## src/design/ast_pkg.sv

```systemverilog
/*
  Shared constants of the asynchronous serial transceiver: register byte
  offsets, field positions, reset values and bit timing.
  Assumes a 32-bit AXI4-Lite register bus with one word per register.
*/
`default_nettype none
package ast_pkg;
  // register byte offsets
  localparam logic [7:0] AST_OFS_STATUS = 8'h00;
  localparam logic [7:0] AST_OFS_DATA = 8'h04;
  localparam logic [7:0] AST_OFS_CTRL1 = 8'h08;
  localparam logic [7:0] AST_OFS_CTRL2 = 8'h0C;
  localparam logic [7:0] AST_OFS_BAUD = 8'h10;
  // status field positions
  localparam int AST_SR_TX_BUFFER_EMPTY_FLAG = 7;
  localparam int AST_SR_TC = 6;
  localparam int AST_SR_RX_FULL_FLAG = 5;
  localparam int AST_SR_IDLE = 4;
  localparam int AST_SR_OVR = 3;
  localparam int AST_SR_NF = 2;
  localparam int AST_SR_FE = 1;
  localparam int AST_SR_PE = 0;
  // control one field positions
  localparam int AST_C1_R9 = 7;
  localparam int AST_C1_T9 = 6;
  localparam int AST_C1_W9 = 4;
  localparam int AST_C1_WAKE = 3;
  localparam int AST_C1_PCE = 2;
  localparam int AST_C1_PS = 1;
  localparam int AST_C1_PIE = 0;
  // control two field positions
  localparam int AST_C2_TIE = 7;
  localparam int AST_C2_TX_DONE_IRQ_ON = 6;
  localparam int AST_C2_RIE = 5;
  localparam int AST_C2_IDLE_IRQ_ON = 4;
  localparam int AST_C2_TE = 3;
  localparam int AST_C2_RE = 2;
  localparam int AST_C2_RWU = 1;
  localparam int AST_C2_SBK = 0;
  // reset values
  localparam logic [7:0] AST_RST_CTRL = 8'h00;
  localparam logic [15:0] AST_RST_BAUD = 16'h0043;
  localparam logic [6:0] AST_C1_WMASK = 7'h5F;
  // timing: samples per bit and frame lengths in bits
  localparam logic [3:0] AST_OVS_LAST = 4'hF;
  localparam logic [3:0] AST_LEN_W8 = 4'hA;
  localparam logic [3:0] AST_LEN_W9 = 4'hB;
  localparam logic [1:0] AST_RESP_OKAY = 2'h0;
  localparam logic [1:0] AST_RESP_SLVERR = 2'h2;
endpackage : ast_pkg
`default_nettype wire

```

## src/design/ast_top.sv

```systemverilog
/*
  Asynchronous serial transceiver with AXI4-Lite register slave, parity,
  break and idle frames, wake-up and a combined interrupt request.
  Assumes one clock, synchronous active-high reset, synchronous serial input.
*/
// Functional notes
// - idle enabled transmitter or receiver holds the output line high.
// - with both disabled the output driver is released.
// - frame is start bit, 8 or 9 data bits LSB first, stop bit.
// - send-break bit loads a break frame of the selected word length.
// - break frames repeat while set; one high bit follows the last.
// - enabling the transmitter sends one idle frame before data.
// - disable then enable mid-frame sends idle after the current word.
// - re-enabling the transmitter discards the holding buffer contents.
// - nine-bit mode stores the top received bit in control one.
// - receiver enable starts the search for a start bit.
// - finished character moves into the receive buffer, full flag set.
// - full flag interrupts when enabled and CPU mask clear.
// - framing, noise and overrun set separate error flags.
// - full flag clears only by status access then data read.
// - full flag still set at next character end gives overrun.
// - received break counts as framing error.
// - idle frame sets its flag and interrupts when enabled.
// - wake bit 0 selects idle-line, 1 address-mark wake-up.
// - parity inserted at top data bit and checked, from next byte.
// - parity select 0 even, 1 odd, from next byte.
// - parity error interrupts when its enable is set.
// - buffer-empty and transmit-done flags interrupt when enabled.
`default_nettype none
module ast_top #(
  parameter int ADDR_W = 8
)
(
  // clock and reset
  input wire logic clk_i,
  input wire logic rst_i,
  // axi4-lite write channels
  input wire logic [ADDR_W-1:0] s_axi_awaddr_i,
  input wire logic s_axi_awvalid_i,
  output logic s_axi_awready_o,
  input wire logic [31:0] s_axi_wdata_i,
  input wire logic [3:0] s_axi_wstrb_i,
  input wire logic s_axi_wvalid_i,
  output logic s_axi_wready_o,
  output logic [1:0] s_axi_bresp_o,
  output logic s_axi_bvalid_o,
  input wire logic s_axi_bready_i,
  // axi4-lite read channels
  input wire logic [ADDR_W-1:0] s_axi_araddr_i,
  input wire logic s_axi_arvalid_i,
  output logic s_axi_arready_o,
  output logic [31:0] s_axi_rdata_o,
  output logic [1:0] s_axi_rresp_o,
  output logic s_axi_rvalid_o,
  input wire logic s_axi_rready_i,
  // serial pins
  input wire logic serial_in_pin_i,
  output logic serial_out_o,
  output logic serial_out_oe_n_o,
  // cpu side
  input wire logic cpu_mask_i,
  output logic irq_o
);
  import ast_pkg::*;

  // parity of the low n data bits, optionally inverted for odd parity
  function automatic logic par_fn(input logic [8:0] d, input logic w9, input logic odd);
    par_fn = (w9 ? ^d[7:0] : ^d[6:0]) ^ odd;
  endfunction : par_fn

  logic aw_have_ff, w_have_ff, bvalid_ff, rvalid_ff;
  logic [ADDR_W-1:0] awaddr_ff;
  logic [31:0] wdata_ff, rdata_ff;
  logic [3:0] wstrb_ff;
  logic [1:0] bresp_ff, rresp_ff;
  logic [6:0] c1_ff;
  logic [7:0] c2_ff;
  logic [15:0] baud_ff;
  logic [15:0] div_ff;
  logic tick;
  logic [8:0] hold_ff, rxbuf_ff;
  logic r9_ff, tx_buffer_empty_flag_ff, tc_ff, rx_full_flag_ff, idle_ff, ovr_ff, nf_ff, fe_ff, pe_ff;
  logic sr_seen_ff, te_q_ff, idle_pend_ff, brk_last_ff, brk_tail_ff;
  logic rx_w9_ff, rx_pce_ff, rx_ps_ff;
  logic wr_fire, rd_fire, rd_sr, rd_dr, wr_dr, seq_clr;
  logic te, re, send_break_bit, w9, mute;
  logic tx_load, tx_busy, tx_done, tx_line, load_data, load_brk, load_tail, tail_due;
  logic [10:0] tx_frame;
  logic [3:0] tx_len;
  logic rx_done, rx_stop, rx_noise, rx_idle, rx_busy, rx_take, par_bad;
  logic [8:0] rx_data;
  logic [7:0] status;

  assign te = c2_ff[AST_C2_TE];
  assign re = c2_ff[AST_C2_RE];
  assign send_break_bit = c2_ff[AST_C2_SBK];
  assign mute = c2_ff[AST_C2_RWU];
  assign w9 = c1_ff[AST_C1_W9];
  assign status = {tx_buffer_empty_flag_ff, tc_ff, rx_full_flag_ff, idle_ff, ovr_ff, nf_ff, fe_ff, pe_ff};

  // bus handshakes: address and data taken in any order, one write at a time
  assign s_axi_awready_o = !aw_have_ff && !bvalid_ff;
  assign s_axi_wready_o = !w_have_ff && !bvalid_ff;
  assign s_axi_arready_o = !rvalid_ff;
  assign wr_fire = aw_have_ff && w_have_ff && !bvalid_ff;
  assign rd_fire = s_axi_arvalid_i && !rvalid_ff;
  assign rd_sr = rd_fire && s_axi_araddr_i == ADDR_W'(AST_OFS_STATUS);
  assign rd_dr = rd_fire && s_axi_araddr_i == ADDR_W'(AST_OFS_DATA);
  assign wr_dr = wr_fire && awaddr_ff == ADDR_W'(AST_OFS_DATA) && wstrb_ff[0];
  assign seq_clr = sr_seen_ff && rd_dr;

  // write channel capture and response
  always_ff @(posedge clk_i)
  begin
    if (rst_i)
    begin
      aw_have_ff <= 1'b0;
      w_have_ff <= 1'b0;
      bvalid_ff <= 1'b0;
      awaddr_ff <= '0;
      wdata_ff <= 32'h00000000;
      wstrb_ff <= 4'h0;
      bresp_ff <= AST_RESP_OKAY;
    end
    else
    begin
      if (s_axi_awvalid_i && s_axi_awready_o)
      begin
        aw_have_ff <= 1'b1;
        awaddr_ff <= s_axi_awaddr_i;
      end
      if (s_axi_wvalid_i && s_axi_wready_o)
      begin
        w_have_ff <= 1'b1;
        wdata_ff <= s_axi_wdata_i;
        wstrb_ff <= s_axi_wstrb_i;
      end
      if (wr_fire)
      begin
        aw_have_ff <= 1'b0;
        w_have_ff <= 1'b0;
        bvalid_ff <= 1'b1;
        bresp_ff <= (awaddr_ff > ADDR_W'(AST_OFS_BAUD) || awaddr_ff[1:0] != 2'h0)
                    ? AST_RESP_SLVERR : AST_RESP_OKAY;
      end
      else if (s_axi_bready_i)
        bvalid_ff <= 1'b0;
    end
  end

  // read channel; status and data reads have side effects at the handshake
  always_ff @(posedge clk_i)
  begin
    if (rst_i)
    begin
      rvalid_ff <= 1'b0;
      rdata_ff <= 32'h00000000;
      rresp_ff <= AST_RESP_OKAY;
    end
    else if (rd_fire)
    begin
      rvalid_ff <= 1'b1;
      rresp_ff <= AST_RESP_OKAY;
      case (s_axi_araddr_i)
        ADDR_W'(AST_OFS_STATUS): rdata_ff <= {24'h000000, status};
        ADDR_W'(AST_OFS_DATA): rdata_ff <= {24'h000000, rxbuf_ff[7:0]};
        ADDR_W'(AST_OFS_CTRL1): rdata_ff <= {24'h000000, r9_ff, c1_ff};
        ADDR_W'(AST_OFS_CTRL2): rdata_ff <= {24'h000000, c2_ff};
        ADDR_W'(AST_OFS_BAUD): rdata_ff <= {16'h0000, baud_ff};
        default:
        begin
          rdata_ff <= 32'h00000000;
          rresp_ff <= AST_RESP_SLVERR;
        end
      endcase
    end
    else if (s_axi_rready_i)
      rvalid_ff <= 1'b0;
  end

  // control registers; hardware clears the mute bit on wake-up
  always_ff @(posedge clk_i)
  begin
    if (rst_i)
    begin
      c1_ff <= AST_RST_CTRL[6:0];
      c2_ff <= AST_RST_CTRL;
      baud_ff <= AST_RST_BAUD;
    end
    else
    begin
      if (wr_fire && wstrb_ff[0] && awaddr_ff == ADDR_W'(AST_OFS_CTRL1))
        c1_ff <= wdata_ff[6:0] & AST_C1_WMASK;
      if (wr_fire && wstrb_ff[0] && awaddr_ff == ADDR_W'(AST_OFS_CTRL2))
        c2_ff <= wdata_ff[7:0];
      else if (mute && (c1_ff[AST_C1_WAKE] ? rx_done && rx_data[rx_w9_ff ? 8 : 7] : rx_idle))
        c2_ff[AST_C2_RWU] <= 1'b0;
      if (wr_fire && awaddr_ff == ADDR_W'(AST_OFS_BAUD))
      begin
        if (wstrb_ff[0])
          baud_ff[7:0] <= wdata_ff[7:0];
        if (wstrb_ff[1])
          baud_ff[15:8] <= wdata_ff[15:8];
      end
    end
  end

  // sample tick at sixteen times the bit rate
  always_ff @(posedge clk_i)
  begin
    if (rst_i || tick)
      div_ff <= 16'h0000;
    else
      div_ff <= div_ff + 16'h0001;
  end
  assign tick = (div_ff >= baud_ff);

  // transmit scheduling: idle first, then break, break tail, then data
  // a finished break owes its high tail bit before any waiting data frame
  assign tail_due = brk_tail_ff || (brk_last_ff && !send_break_bit);
  assign tx_load = te && !tx_busy && (idle_pend_ff || send_break_bit || tail_due || !tx_buffer_empty_flag_ff);
  assign load_brk = tx_load && !idle_pend_ff && send_break_bit;
  assign load_tail = tx_load && !idle_pend_ff && !send_break_bit && tail_due;
  assign load_data = tx_load && !idle_pend_ff && !send_break_bit && !tail_due;
  always_comb
  begin
    tx_len = w9 ? AST_LEN_W9 : AST_LEN_W8;
    tx_frame = 11'h7FF; // idle frame is all ones
    if (load_brk)
      tx_frame = 11'h000;
    else if (load_tail)
      tx_len = 4'h1;
    else if (load_data)
    begin
      tx_frame = {1'b1, w9 ? hold_ff[8] : 1'b1, hold_ff[7:0], 1'b0};
      if (c1_ff[AST_C1_PCE])
      begin
        if (w9)
          tx_frame[9] = par_fn(hold_ff, 1'b1, c1_ff[AST_C1_PS]);
        else
          tx_frame[8] = par_fn(hold_ff, 1'b0, c1_ff[AST_C1_PS]);
      end
    end
  end

  // transmit bookkeeping around enable toggles and break
  always_ff @(posedge clk_i)
  begin
    if (rst_i)
    begin
      te_q_ff <= 1'b0;
      idle_pend_ff <= 1'b0;
      brk_last_ff <= 1'b0;
      brk_tail_ff <= 1'b0;
    end
    else
    begin
      te_q_ff <= te;
      if (te && !te_q_ff)
        idle_pend_ff <= 1'b1;
      else if (tx_load)
        idle_pend_ff <= 1'b0;
      if (tx_load)
        brk_last_ff <= load_brk;
      if (brk_last_ff && !send_break_bit && !brk_tail_ff && !tx_busy && !tx_load)
        brk_tail_ff <= 1'b1;
      else if (load_tail || load_brk)
        brk_tail_ff <= 1'b0;
    end
  end

  // holding buffer and its flags; set wins over software clear
  always_ff @(posedge clk_i)
  begin
    if (rst_i)
    begin
      hold_ff <= 9'h000;
      tx_buffer_empty_flag_ff <= 1'b1;
      tc_ff <= 1'b1;
      sr_seen_ff <= 1'b0;
    end
    else
    begin
      if (wr_dr)
        hold_ff <= {c1_ff[AST_C1_T9], wdata_ff[7:0]};
      if ((te && !te_q_ff) || load_data)
        tx_buffer_empty_flag_ff <= 1'b1;
      else if (wr_dr)
        tx_buffer_empty_flag_ff <= 1'b0;
      if (tx_done && tx_buffer_empty_flag_ff && !idle_pend_ff && !send_break_bit && !tail_due)
        tc_ff <= 1'b1;
      else if (sr_seen_ff && wr_dr)
        tc_ff <= 1'b0;
      if (rd_sr)
        sr_seen_ff <= 1'b1;
      else if (rd_dr || wr_dr)
        sr_seen_ff <= 1'b0;
    end
  end

  ast_tx_shift u_tx (
    .clk_i(clk_i),
    .rst_i(rst_i),
    .tick_i(tick),
    .load_i(tx_load),
    .frame_i(tx_frame),
    .len_i(tx_len),
    .line_o(tx_line),
    .busy_o(tx_busy),
    .done_o(tx_done)
  );

  // line stays high while idle; driver released when both directions are off
  assign serial_out_o = tx_line;
  assign serial_out_oe_n_o = !(te || re);

  ast_rx_shift u_rx (
    .clk_i(clk_i),
    .rst_i(rst_i),
    .en_i(re),
    .tick_i(tick),
    .word9_i(rx_w9_ff),
    .rxd_i(serial_in_pin_i),
    .done_o(rx_done),
    .data_o(rx_data),
    .stop_o(rx_stop),
    .noise_o(rx_noise),
    .idle_o(rx_idle),
    .busy_o(rx_busy)
  );

  // receive format latched between frames so changes apply from the next byte
  always_ff @(posedge clk_i)
  begin
    if (rst_i)
    begin
      rx_w9_ff <= 1'b0;
      rx_pce_ff <= 1'b0;
      rx_ps_ff <= 1'b0;
    end
    else if (!rx_busy)
    begin
      rx_w9_ff <= w9;
      rx_pce_ff <= c1_ff[AST_C1_PCE];
      rx_ps_ff <= c1_ff[AST_C1_PS];
    end
  end

  // a muted receiver ignores characters except the address mark that wakes it
  assign rx_take = rx_done && re && (!mute || c1_ff[AST_C1_WAKE] && rx_data[rx_w9_ff ? 8 : 7]);
  assign par_bad = rx_pce_ff && (rx_data[rx_w9_ff ? 8 : 7] != par_fn(rx_data, rx_w9_ff, rx_ps_ff));

  // receive buffer and error flags; an overrun keeps the older character
  always_ff @(posedge clk_i)
  begin
    if (rst_i)
    begin
      rxbuf_ff <= 9'h000;
      r9_ff <= 1'b0;
      {rx_full_flag_ff, idle_ff, ovr_ff, nf_ff, fe_ff, pe_ff} <= 6'h00;
    end
    else
    begin
      if (seq_clr)
        {rx_full_flag_ff, idle_ff, ovr_ff, nf_ff, fe_ff, pe_ff} <= 6'h00;
      if (rx_idle && re && !mute)
        idle_ff <= 1'b1;
      if (rx_take && rx_full_flag_ff && !seq_clr)
        ovr_ff <= 1'b1;
      else if (rx_take)
      begin
        rxbuf_ff <= rx_data;
        rx_full_flag_ff <= 1'b1;
        if (rx_w9_ff)
          r9_ff <= rx_data[8];
        fe_ff <= !rx_stop;
        nf_ff <= rx_noise;
        pe_ff <= par_bad;
      end
    end
  end

  // one request line gated by the cpu mask
  assign irq_o = !cpu_mask_i && ((c2_ff[AST_C2_TIE] && tx_buffer_empty_flag_ff)
    || (c2_ff[AST_C2_TX_DONE_IRQ_ON] && tc_ff)
    || (c2_ff[AST_C2_RIE] && (rx_full_flag_ff || ovr_ff))
    || (c2_ff[AST_C2_IDLE_IRQ_ON] && idle_ff)
    || (c1_ff[AST_C1_PIE] && pe_ff));

  assign s_axi_bvalid_o = bvalid_ff;
  assign s_axi_bresp_o = bresp_ff;
  assign s_axi_rvalid_o = rvalid_ff;
  assign s_axi_rdata_o = rdata_ff;
  assign s_axi_rresp_o = rresp_ff;
endmodule : ast_top
`default_nettype wire

```

## src/design/ast_tx_shift.sv

```systemverilog
/*
  Transmit shifter: sends a prebuilt frame of up to 11 bits, LSB first,
  one bit per 16 sample ticks.
  Assumes the caller loads only while busy_o is low.
*/
`default_nettype none
module ast_tx_shift
(
  // clock and reset
  input wire logic clk_i,
  input wire logic rst_i,
  // timing and frame
  input wire logic tick_i,
  input wire logic load_i,
  input wire logic [10:0] frame_i,
  input wire logic [3:0] len_i,
  // line and status
  output logic line_o,
  output logic busy_o,
  output logic done_o
);
  import ast_pkg::*;

  logic [10:0] sh_ff;
  logic [3:0] left_ff;
  logic [3:0] sub_ff;
  logic busy_ff;
  logic done_ff;

  // shift a bit out after each full bit time; idle line is high
  always_ff @(posedge clk_i)
  begin
    if (rst_i)
    begin
      sh_ff <= 11'h7FF;
      left_ff <= 4'h0;
      sub_ff <= 4'h0;
      busy_ff <= 1'b0;
      done_ff <= 1'b0;
    end
    else
    begin
      done_ff <= 1'b0;
      if (load_i)
      begin
        sh_ff <= frame_i;
        left_ff <= len_i;
        sub_ff <= 4'h0;
        busy_ff <= 1'b1;
      end
      else if (busy_ff && tick_i)
      begin
        sub_ff <= sub_ff + 4'h1;
        if (sub_ff == AST_OVS_LAST)
        begin
          sh_ff <= {1'b1, sh_ff[10:1]};
          left_ff <= left_ff - 4'h1;
          if (left_ff == 4'h1)
          begin
            busy_ff <= 1'b0;
            done_ff <= 1'b1;
          end
        end
      end
    end
  end

  assign line_o = busy_ff ? sh_ff[0] : 1'b1;
  assign busy_o = busy_ff;
  assign done_o = done_ff;
endmodule : ast_tx_shift
`default_nettype wire

```

## src/design/ast_rx_shift.sv

```systemverilog
/*
  Receive shifter: 16x oversampled start search, majority vote on samples
  7, 8 and 9 of each bit, idle frame detection.
  Assumes the serial input is already synchronous to clk_i.
*/
`default_nettype none
module ast_rx_shift
(
  // clock and reset
  input wire logic clk_i,
  input wire logic rst_i,
  // control
  input wire logic en_i,
  input wire logic tick_i,
  input wire logic word9_i,
  input wire logic rxd_i,
  // results
  output logic done_o,
  output logic [8:0] data_o,
  output logic stop_o,
  output logic noise_o,
  output logic idle_o,
  output logic busy_o
);
  import ast_pkg::*;

  typedef enum logic [1:0] {AST_RX_IDLE, AST_RX_START, AST_RX_BITS, AST_RX_STOP} ast_rx_t;
  ast_rx_t st_ff;
  logic [3:0] sub_ff;
  logic [3:0] idx_ff;
  logic [1:0] smp_ff;
  logic vote;
  logic [8:0] data_ff;
  logic noise_ff;
  logic stop_ff;
  logic done_ff;
  logic [7:0] hi_ff;
  logic armed_ff;
  logic idle_ff;

  assign vote = (smp_ff[0] & smp_ff[1]) | (rxd_i & (smp_ff[0] | smp_ff[1]));

  // frame sampler; a start bit that fails its vote is a false start
  always_ff @(posedge clk_i)
  begin
    if (rst_i)
    begin
      st_ff <= AST_RX_IDLE;
      sub_ff <= 4'h0;
      idx_ff <= 4'h0;
      smp_ff <= 2'h3;
      data_ff <= 9'h000;
      noise_ff <= 1'b0;
      stop_ff <= 1'b1;
      done_ff <= 1'b0;
    end
    else
    begin
      done_ff <= 1'b0;
      if (!en_i)
        st_ff <= AST_RX_IDLE;
      else if (tick_i)
      begin
        sub_ff <= sub_ff + 4'h1;
        if (sub_ff == 4'h7)
          smp_ff[0] <= rxd_i;
        if (sub_ff == 4'h8)
          smp_ff[1] <= rxd_i;
        if (sub_ff == 4'h9 && st_ff != AST_RX_IDLE)
        begin
          if (smp_ff[0] != rxd_i || smp_ff[1] != rxd_i)
            noise_ff <= 1'b1;
          case (st_ff)
            AST_RX_START: if (vote) st_ff <= AST_RX_IDLE;
            AST_RX_BITS: data_ff[idx_ff] <= vote;
            AST_RX_STOP:
            begin
              stop_ff <= vote;
              done_ff <= 1'b1;
              st_ff <= AST_RX_IDLE;
            end
            default: st_ff <= AST_RX_IDLE;
          endcase
        end
        if (sub_ff == AST_OVS_LAST && st_ff == AST_RX_START)
        begin
          st_ff <= AST_RX_BITS;
          idx_ff <= 4'h0;
        end
        if (sub_ff == AST_OVS_LAST && st_ff == AST_RX_BITS)
        begin
          idx_ff <= idx_ff + 4'h1;
          if (idx_ff == (word9_i ? 4'h8 : 4'h7))
            st_ff <= AST_RX_STOP;
        end
        if (st_ff == AST_RX_IDLE && !rxd_i)
        begin
          st_ff <= AST_RX_START;
          sub_ff <= 4'h1;
          noise_ff <= 1'b0;
          data_ff <= 9'h000;
        end
      end
    end
  end

  // idle frame: line high for one whole frame after reset or after a reception
  always_ff @(posedge clk_i)
  begin
    if (rst_i)
    begin
      hi_ff <= 8'h00;
      armed_ff <= 1'b1;
      idle_ff <= 1'b0;
    end
    else
    begin
      idle_ff <= 1'b0;
      if (!en_i || !rxd_i || st_ff != AST_RX_IDLE)
      begin
        hi_ff <= 8'h00;
        if (st_ff != AST_RX_IDLE)
          armed_ff <= 1'b1;
      end
      else if (tick_i && armed_ff)
      begin
        hi_ff <= hi_ff + 8'h01;
        if (hi_ff[7:4] == (word9_i ? AST_LEN_W9 : AST_LEN_W8) - 4'h1 && hi_ff[3:0] == AST_OVS_LAST)
        begin
          idle_ff <= 1'b1;
          armed_ff <= 1'b0;
        end
      end
    end
  end

  assign done_o = done_ff;
  assign data_o = data_ff;
  assign stop_o = stop_ff;
  assign noise_o = noise_ff;
  assign idle_o = idle_ff;
  assign busy_o = (st_ff != AST_RX_IDLE);
endmodule : ast_rx_shift
`default_nettype wire

```

## config.mk

```make
export PLATFORM = sky130hd
export DESIGN_NAME = ast_top
export DESIGN_NICKNAME = d
export VERILOG_FILES = /design/src/design/ast_pkg.sv /design/src/design/ast_top.sv /design/src/design/ast_tx_shift.sv /design/src/design/ast_rx_shift.sv
export SDC_FILE = /design/constraint.sdc
export NUM_CORES = 1
export LEC_CHECK = 0
export BUFFER_PORTS_ARGS = -buffer_cell sky130_fd_sc_hd__buf_2
export CAP_MARGIN = 20
export CORE_AREA = 2 2 135 137
export CTS_CLUSTER_SIZE = 8
export DETAILED_ROUTE_END_ITERATION = 8
export DIE_AREA = 0 0 137 139
export HOLD_SLACK_MARGIN = 0.05
export PLACE_DENSITY = 0.69
export SLEW_MARGIN = 20
export SYNTH_ARGS = -nofsm -noshare
export SYNTH_HDL_FRONTEND = slang
export SYNTH_SLANG_ARGS = --single-unit
```

## constraint.sdc

```tcl
create_clock -name clk_i -period 5.2 [get_ports clk_i]
set_input_delay 0.26 -clock clk_i [delete_from_list [all_inputs] [get_ports clk_i]]
set_output_delay 0.26 -clock clk_i [all_outputs]
set_load 0.005 [all_outputs]
```

# After elaboration in Yosys (flattened, before gate mapping)
# Index checks and enable logic that the tools add are counted.
# op_classes
n_addsub	7
magnitude_cmp	5
eq_ne	24
muxes	85
n_bitwise	14
n_reduce_logical	144
# ops
operator	count
one-hot mux 16 bit (5 select lines)	1
logical AND 1 bit	57
2-to-1 mux 1 bit	52
2-to-1 mux 11 bit	4
2-to-1 mux 4 bit	10
nonzero test 2 bit	19
== test 8 x 4 -> 1 bit (second input constant)	4
2-to-1 mux 9 bit	3
== test 4 bit (second input constant)	5
2-to-1 mux 10 bit	2
zero test 1 bit	19
logical OR 1 bit	19
2-to-1 mux 2 bit	9
AND reduction 3 bit	6
adder 16 x 1 -> 16 bit (second input constant)	1
== test 8 x 3 -> 1 bit (second input constant)	2
== test 8 x 5 -> 1 bit (second input constant)	2
>= comparator 16 bit	1
XOR reduction 8 bit	2
XOR reduction 7 bit	2
adder 4 x 1 -> 4 bit (second input constant)	3
AND reduction 4 bit	3
OR reduction 2 bit	6
< comparator 4 x 5 -> 1 bit (second input constant)	2
25 further kinds	45
# word_totals
ff_bits	201
in_bits	61
out_inout_bits	44

# Logic depth before layout (Yosys ltp)
# Gate-level depths: netlist of the first run.
# depth
depth_word	13
ltp_mapped	11
mapped_depth_nobuf	9

# Cells and area by module
# Synthesis of the first run repeated with hierarchy kept, for this count alone.
# hier_totals
cells_unflattened	1043
area_unflattened_um2	8821.0
# modules_own_cells
module	n_inst	cells_per_inst	area_each_um2
ast_top	1	709	5903.2
ast_rx_shift	1	211	1861.8
ast_tx_shift	1	123	1056.0

# Least setup slack after synthesis of the first run
# OpenSTA, ideal clock, no wires.
# synth_path
path_kind	register to register
startpoint	reg baud_ff[5]
endpoint	reg u_rx.idx_ff[3]
setup_ps	70
t_arrival_ps	2213
required_ps	5130
setup_slack_ps	2916
stages_incl_launch_ff	11
synth_period_minus_slack_ps	2284
cell_sequence	dfxtp_1 -> inv_1 -> ha_1 -> o21a_1 -> o211ai_1 -> a2111o_1 -> o21ai_2 -> buf_6 -> nand2_4 -> or4_1 -> a21oi_1
# synth_via
elab_chain_len	2
# synth_rtl
item	line	rtl
start: declaration	ast_top.sv:78	logic [15:0] baud_ff;
start signal: assignment	ast_top.sv:201	baud_ff[7:0] <= wdata_ff[7:0];
>= comparator 16 bit	ast_top.sv:216	assign tick = (div_ff >= baud_ff);
AND reduction 3 bit (no line)	-	
end signal: assignment	ast_rx_shift.sv:92	idx_ff <= idx_ff + 4'h1;
end: declaration	ast_rx_shift.sv:30	logic [3:0] idx_ff;
# Every way passes these cells.
# A chain may end at the register's enable or synchronous reset.

# Worst setup path in the final report of the first run
# layout_path
startpoint	reg baud_ff[5]
endpoint	reg u_rx.sub_ff[3]
# layout_via
elab_chain_len	2
# layout_rtl
item	line	rtl
>= comparator 16 bit	ast_top.sv:216	
AND reduction 2 bit (no line)	-	
end signal: assignment	ast_rx_shift.sv:64	sub_ff <= sub_ff + 4'h1;
end: declaration	ast_rx_shift.sv:29	logic [3:0] sub_ff;
# Every way passes these cells.

==> results.md, run 1 <==
* Synth cell count leaders: dfxtp_1, nand2_1, nor2_1, a21oi_1, nand3_1
* Fin. Hold Viols at 0
* Setup crit end kind: flop
* Area after DPL at about 8900 um^2
* Drt drc at 0
* Routed Antenna Nets at 0
* Row cnt at 49
* Die H at 139 um
* Io pins at 105
* PortBufs at 68
* DIE AREA at 19000 um^2
* Syn Inst Count at between 1k and 1.5k
* Setup Skew at 11.7 ps
* Final nets at 1166
* Post-synth EDFFs at 0
* Bufs on Longest Clock Path at 2
* # setup viols final at 0
* Clock slew at reported path FFs at 70 ps
* Final RePlAce weighted congestion at 0.832
* Design Area, Final at 9510 um^2
* Initial DRC count at 666
* Area growth syn-to-layout at 11.5%
* CTS buffer count at 17
* Leakage power at 3.73 nW
* Most used flip-flop cell after synthesis: dfxtp_1
* Net Sw Power at about 0.67 mW
* H-Tree Depth at 4
* Class of the most critical hold timing path: input port to flop
* Synth cell types at 63
* Synthesized area at 8520 um^2
* Sw Share at between 20% and 30%
* Area contributors post-synth: dfxtp_1, nand2_1, a21oi_1, nor2_1, ha_1
* CP startpoint kind: flop
* Crit path kind: flop to flop
* Fillers at between 1.5k and 2k
* Clock power frac at 44.2%
* Ys Warns at 0
* Crit-path max FO at 18
* Drt wl/cell at 14.9 um
* Most numerous cell in the Yosys netlist: dfxtp_1
* Dpl cells at 1278
* Asr flop ratio synth at 0%
* Critical Path RT at 5560 ps
* Final HPWL DP at about 14000 um
* WP data arrival at 3610 ps
* Total Power at 2.83 mW
* Tcrit/Tclk final at between 60% and 70%
* Share of cells above drive strength 1 at 10.4%
* Fmax at 307 MHz
* Int Pwr at 2.16 mW
* Vias per cell at 5.48
* Root buffer cell: clkbuf_16
* Largest net degree at the start of global routing at 82
* WL final at 19500 um
* Sequential share of power at 51.1%
* Post-synth top area share at roughly 43%
* CTS tree: done
* Chip width at 137 um
* Worst hold margin at roughly 64 ps
* Core area at around 18000 um^2
* Vias at 7201
* Slew margin rel. at 39.1%
* N_diodes at 0
* Finished Layout Cells at 1315
* Vias in the first global route at 6576
* Max Slew Vio Count at 0
* Worst VDD drop at 0.000219 V
* Insertion delay to the later sink of the worst-skew pair at approximately 430 ps
* First-pass GRT wire length at 32700 um
* Initial Utilization at between 40% and 50%
* P per Cell Area at 298 nW/um^2
* Comb power frac at 4.7%
* Grt total ovfl at 0
* Clock sinks at 183
* Drt pass-1 iters at 5
* Final worst path period need at 3260 ps
* Total negative slack at 0 ps
* GRT Resource Usage Total at about a fifth
* Seq/Total Area, Yosys at 43.0%
* Status: complete, no violations
* Slew @ Worst Pin at roughly 910 ps
* RSZ-0062 raised after global routing: no
* Max Cap Viol at 0
* Yosys top cell by area: dfxtp_1
* Initial antenna violation count at 0
* Avg Inst Size Synth at between 8 and 9 um^2
* Yosys reg bits at 183
-- repair_timing --
item | in CTS | in global routing
endpoints found under the hold margin | 5 | 0
gates resized for setup | 0 | 0
setup endpoints to repair | 0 | 0
setup buffers | 0 | 0
hold buffers | 5 | 0
-- layer usage --
layer,up-vias,share of wire [%],global-route usage (%)
li1,3611,-,-
met1,3403,49,30.9
met2,172,45,32.1
met3,15,4.8,3.55
met4,0,1.1,6.40
met5,-,0,0
-- critical path, cell delays in order (launching register included) --
cell      delay, ps
dfxtp_1         400
inv_1            70
ha_1            290
o21a_1          120
o211ai_1         70
a2111o_1        420
o21ai_2         640
buf_4           340
nand2_4         120
or4_1           550
a21oi_1         150
-- cell usage in the layout, fill, tap and decap left out, types with 18 or more instances in the layout --
cell type  netlist  routed
a21oi_1         95      94
buf_2           12      67
conb_1           1      18
dfxtp_1        183     183
ha_1            32      32
inv_1           33      33
mux2i_1         30      30
nand2_1        170     170
nand3_1         41      41
nor2_1         117     117
nor3_1          27      27
xnor2_1         24      24
xor2_1          19      19
-- flip-flops by register name, indices dropped and copies added, names as in the netlist, 6 cells and up --
name and flops:
u_rx.data_o 9, baud_ff 16, c1_ff 6, s_axi_rdata_o 16, div_ff 16, u_rx.hi_ff 8
hold_ff 9, rxbuf_ff 8, c2_ff 8, wdata_ff 16, u_tx.sh_ff 11, awaddr_ff 8
-- power groups by stage --
stage | logic [mW] | clock network [mW] | registers, mW
2_1_floorplan | 0.0938 | 0 | 1.47
3_3_place_gp | 0.128 | 0 | 1.48
3_5_place_dp | 0.131 | 0 | 1.48
4_1_cts | 0.134 | 1.27 | 1.45
5_1_grt | 0.152 | 1.33 | 1.45
6_report | 0.134 | 1.25 | 1.45
-- cells by family (layout without fill, tap and decap cells) --
logic type      Yosys count  in the layout  share of synthesized area, %
mux                      32             32                          3.79
flops                   183            183                          43.0
buf+inv                 106            142                          5.78
fa+ha+maj                33             33                          4.81
simple gates            438            438                          23.4
compound gates          197            197                          14.7
xor+xnor                 43             43                          4.42
other cells               1             18                        0.0440
-- metrics by stage --
stage / setup WS (ps) / utilization [%]
4_1_cts: 1940 / 53.8
3_3_place_gp: 1980 / 50.3
5_1_grt: 1700 / 53.8
2_1_floorplan: 2920 / -
6_report: 1940 / 53.8
3_5_place_dp: 1970 / 50.3
-- final cells by class --
class                           count  area [um^2]  share of cell area [%]
Multi-Input combinational cell    761         4430                    46.6
Sequential cell                   183         3660                    38.5
Clock buffer                       19          453                    4.76
Timing Repair Buffer               77          423                    4.45
Tap cell                          229          287                    3.01
Inverter                           33          124                    1.30
Clock inverter                     13          123                    1.29
-- final timing paths --
kind                                   startpoint        endpoint  slack [ps]  cells after the start
worst max-delay path                   baud_ff[5]  u_rx.sub_ff[3]        1940                     10
worst min-delay path            s_axi_awaddr_i[6]    awaddr_ff[6]          60                      3
worst max register to register         baud_ff[5]  u_rx.sub_ff[3]        1940                     10
worst min register to register       awaddr_ff[5]    awaddr_ff[5]         450                      2
Note: power is estimated with default switching activity, not from simulation.
==> inputs of run 2 (changes only) <==
clock period = 3.1 ns   (was 5.2 ns; I/O delays follow)
==> run 2 against run 1 <==
Compared with the run above: power rose by 73%; sequential power rose by 68%; flip-flop and latch count did not move; die area did not move; setup slack worse by 1700 ps; critical path depth stayed put; cell count increased by 2.4%; register-to-register slack got worse by 1700 ps; clock power increased by 78%; largest cell class unchanged; highest routed layer unchanged.
==> results.md, run 2 (synthesis results as in run 1) <==
* Final worst slack at 239 ps
* Reg2reg setup slack at 240 ps
* Final HPWL DP at 14000 um
* Crit. Startpoint: baud_ff[5]
* Total Power at 4.91 mW
* Initial DRC count at 643
* Vias per cell at 5.45
* Core area at 17700 um^2
* Post-CTS Setup Bufs at 0
* WL final at 20400 um
* Final worst path period need at 2860 ps
* Register area at between 3000 and 4000 um^2
* Bufs on Longest Clock Path at 2
* Clock slew at reported path FFs at 70 ps
* Worst VDD drop at 0.000365 V
* Drt pass-1 iters at 6
* Worst slack, placed at 344 ps
* CP Capture Point: u_rx.data_o[0]
* Area of the multi-input gates at 4430 um^2
* DIE AREA at about 19000 um^2
* RSZ-0062 raised after global routing: no
* CTS buffer count at 17
* Routed Antenna Nets at 0
* Drt drc at 0
* Class of the most critical hold timing path: input port to flop
* Io pins at 105
* Slew margin rel. at 52.5%
* PortBufs at 68
* Setup Skew at 11.5 ps
* Row cnt at 49
* WP data arrival at 3210 ps
* Vias at 7343
* Fin. Hold Viols at 0
* Drt wl/cell at roughly 15 um
* Most frequent cells in the layout: dfxtp_1, nand2_1, nor2_1
* Area growth syn-to-layout at 15.4%
* Vias in the first global route at 6909
* Worst Hold Depth at 2
* Final Core Density at a little under three fifths
* H-Tree Depth at 4
* Worst hold margin at ~86 ps
* Slew @ Worst Pin at 713 ps
* Reg-to-reg endpoint: u_rx.data_o[0]
* Crit path kind: flop to flop
* Critical Path RT at 3450 ps
* Total negative slack at 0 ps
* Root buffer cell: clkbuf_16
* R2R Path Start: baud_ff[5]
* Tcrit/Tclk final at between 90 and 100%
* CTS tree: done
* Share of cells above drive strength 1 at 10.6%
* Most common cell after layout, fill and taps aside: dfxtp_1
* Worst r2r path cells at 10
* Chip width at 137 um
* Crit-path max FO at 15
* Max Cap Viol at 0
* Insertion delay to the later sink of the worst-skew pair at 440 ps
* Fmax at about 350 MHz
* First-pass GRT wire length at around 34000 um
* Max Slew Vio Count at 0
* Die H at ~140 um
* Status: complete, no violations
* CP startpoint kind: flop
* Fillers at 1609
* Clock sinks at between 150 and 200
* # setup viols final at 0
* N_diodes at 0
* Grt total ovfl at 0
* Hold buffers post-CTS at 29
* Initial antenna violation count at 0
* Setup crit end kind: flop
* Final RePlAce weighted congestion at 0.818
* Post-CTS Resized at 0
* Final nets at 1198
* Leakage power at around 4 nW
* Largest net degree at the start of global routing at 69
* GRT Resource Usage Total at 22.1%
* P per Cell Area at ~500 nW/um^2
* Initial Utilization at slightly below 50%
-- run 2: changes by cell type in the layout (fill, tap and decap cells not counted) --
cell           change
inv_6              -2
clkinv_4           -2
buf_4              +8
bufinv_16          +2
dlygate4sd3_1     +24
clkbuf_1           +2
-- run 2: worst min-delay path by stage --
stage | from | end | slack (ps)
6_report | rst_i | u_tx.left_ff[1] | 90
5_1_grt | rst_i | u_rx.idx_ff[2] | 100
4_1_cts | rst_i | u_tx.left_ff[1] | 80
3_5_place_dp | s_axi_rready_i | s_axi_rvalid_o | 350
3_3_place_gp | s_axi_rready_i | s_axi_rvalid_o | 340
2_1_floorplan | s_axi_rready_i | s_axi_rvalid_o | 260
-- run 2: metal layers --
metal | up-vias | global-route usage (%) | wire [um]
li1 | 3685 | - | -
met1 | 3447 | 30.8 | 9760
met2 | 189 | 34.1 | 9280
met3 | 22 | 4.57 | 995
met4 | 0 | 6.95 | 316
met5 | - | 0 | 0
-- run 2: where the power goes --
part	internal, mW	switching [mW]
Sequential	2.39	0.0366
Combinational	0.104	0.149
Clock	1.31	0.917
Total	3.81	1.10
-- run 2: final cells by class --
class / count / share of cell area [%]
multi-input combinational: 761 / 45.1
sequential: 183 / 37.2
timing repair buffer: 109 / 7.35
clock buffer: 21 / 4.68
tap: 229 / 2.91
clock inverter: 11 / 1.50
inverter: 33 / 1.26
-- run 2: worst max-delay path: stages (launching register included) --
cell and delay, ps:
dfxtp_1 410, inv_1 80, ha_1 300, o21a_1 110, o211ai_1 80, a2111o_1 420
o21ai_2 270, buf_4 280, nand3_1 270, or3_1 380, a21oi_1 180
-- run 2: through the flow --
step / instances / cell area (um^2)
finish: 1347 / 9840
floorplan: 1050 / 8590
detailed placement: 1286 / 8940
CTS: 1347 / 9840
global route: 1347 / 9840
global placement: 1286 / 8940
==> inputs of run 3 (changes only) <==
CORE_AREA = 2 2 174 108   (was 2 2 135 137)
DIE_AREA = 0 0 176 110   (was 0 0 137 139)
PLACE_DENSITY = 0.68   (was 0.69)
==> run 3 against run 2 <==
Compared with the run above: worst hold slack improved by 24 ps; via count increased by 1.1%; critical path depth unchanged; critical path type unchanged; global-route usage increased by 0.88 points.
==> results.md, run 3 (synthesis results as in run 1) <==
* Clock slew at reported path FFs at 80 ps
* Chip width at 176 um
* Most frequent cells in the layout: dfxtp_1, nand2_1, nor2_1
* Io pins at 105
* DIE AREA at 19400 um^2
* Row cnt at 38
* Final worst path period need at 2870 ps
* Routed Antenna Nets at 0
* RSZ-0062 raised after global routing: no
* Slew @ Worst Pin at 767 ps
* Vias in the first global route at 6792
* Crit path kind: flop to flop
* Initial DRC count at 685
* Largest net degree at the start of global routing at 53
* Drt drc at 0
* CTS buffer count at 17
* Final nets at 1197
* Drt pass-1 iters at 5
* Max Slew Vio Count at 0
* Post-CTS Setup Bufs at 0
* H-Tree Depth at 4
* Final RePlAce weighted congestion at 0.884
* Worst VDD drop at 0.000383 V
* Crit path buffers/inverters at 2
* WP data arrival at 3230 ps
* Fillers at 1658
* Leakage power at 3.89 nW
* Max Cap Viol at 0
* Insertion delay to the later sink of the worst-skew pair at 430 ps
* Tcrit/Tclk final at about 93%
* Setup crit end kind: flop
* Status: complete, no violations
* CTS tree: done
* Initial Utilization at 48.1%
* Share of cells above drive strength 1 at 10.7%
* Bufs on Longest Clock Path at 2
* WL final at 21400 um
* Final HPWL DP at 15200 um
* Crit-path max cell delay at 430 ps
* Clock sinks at roughly 180
* Most common cell after layout, fill and taps aside: dfxtp_1
* N_diodes at 0
* CP startpoint kind: flop
* First-pass GRT wire length at about 35000 um
* Critical Path RT at 3460 ps
* Top cell family by delay on the critical path: compound AO/OA/AOI/OAI gates
* Fmax at 348 MHz
* # setup viols final at 0
* Class of the most critical hold timing path: input port to flop
* Root buffer cell: clkbuf_16
* P per Cell Area at 499 nW/um^2
* Slew margin rel. at 48.6%
* Setup Skew at 12.1 ps
* Crit-path max FO at 29
* GRT Resource Usage Total at 22.9%
* Vias per cell at 5.47
* Core area at ~18000 um^2
* Vias at between 7k and 8k
* Die H at 110 um
* Crit-path cells: inv_1 -> ha_1 -> o21a_1 -> o211ai_1 -> a2111o_1 -> o21ai_2 -> buf_12 -> nand3_1 -> or3_1 -> a21oi_1
* Area growth syn-to-layout at 15.7%
* Register area at 3660 um^2
* Total Power at 4.92 mW
* Slowest CP cell: dfxtp_1
* Drt wl/cell at ~16 um
* Initial antenna violation count at 0
* Total negative slack at 0 ps
* PortBufs at 68
* Fin. Hold Viols at 0
* Area of the multi-input gates at 4430 um^2
* Grt total ovfl at 0
run 3: repair_timing:
item / CTS / global route
hold buffers: 29 / 0
gates resized for setup: 0 / 0
setup endpoints to repair: 0 / 0
endpoints found under the hold margin: 28 / 0
run 3: worst paths after layout:
kind | startpoint | endpoint | slack (ps) | depth (start not counted)
min reg2reg | wstrb_ff[1] | wstrb_ff[1] | 450 | 2
min | serial_in_pin_i | u_rx.smp_ff[0] | 110 | 3
max | baud_ff[5] | u_rx.data_o[0] | 230 | 10
max reg2reg | baud_ff[5] | u_rx.data_o[0] | 230 | 10
run 3: final cells by class:
class	instances	share of cell area (%)
clock buffer	18	4.35
timing repair buffer	108	7.39
tap	240	3.05
inverter	33	1.26
sequential	183	37.2
clock inverter	14	1.83
multi-input combinational	761	45.0
run 3: tightest hold or removal path, stage by stage:
cell     delay [ps]
buf_2           150
nor2_1           80
mux2i_1         120
run 3: per-stage QoR:
step | std cells | utilization, % | area, um^2 | hold slack (ps) | worst slack [ps]
detailed placement | 1296 | 50.5 | 8960 | 346 | 319
floorplan | 1050 | - | 8590 | 255 | 816
CTS | 1357 | 55.6 | 9860 | 102 | 273
finish | 1357 | 55.6 | 9860 | 111 | 227
global route | 1357 | 55.6 | 9860 | 143 | 96.9
global placement | 1296 | 50.5 | 8960 | 342 | 399
run 3: power by group:
part / total, mW / switching [mW] / leakage [nW] / internal (mW)
Combinational: 0.254 / 0.150 / 2.11 / 0.104
Clock: 2.24 / 1.01 / 0.299 / 1.23
Sequential: 2.43 / 0.0370 / 1.48 / 2.39
run 3: routing by layer:
layer | vias to the layer above | part of all wire [%] | global-route usage [%]
met5 | - | 0 | 0
met4 | 0 | 0.71 | 4.60
met3 | 13 | 8.3 | 5.21
met2 | 239 | 39 | 30.9
met1 | 3494 | 52 | 36.5
li1 | 3680 | - | -
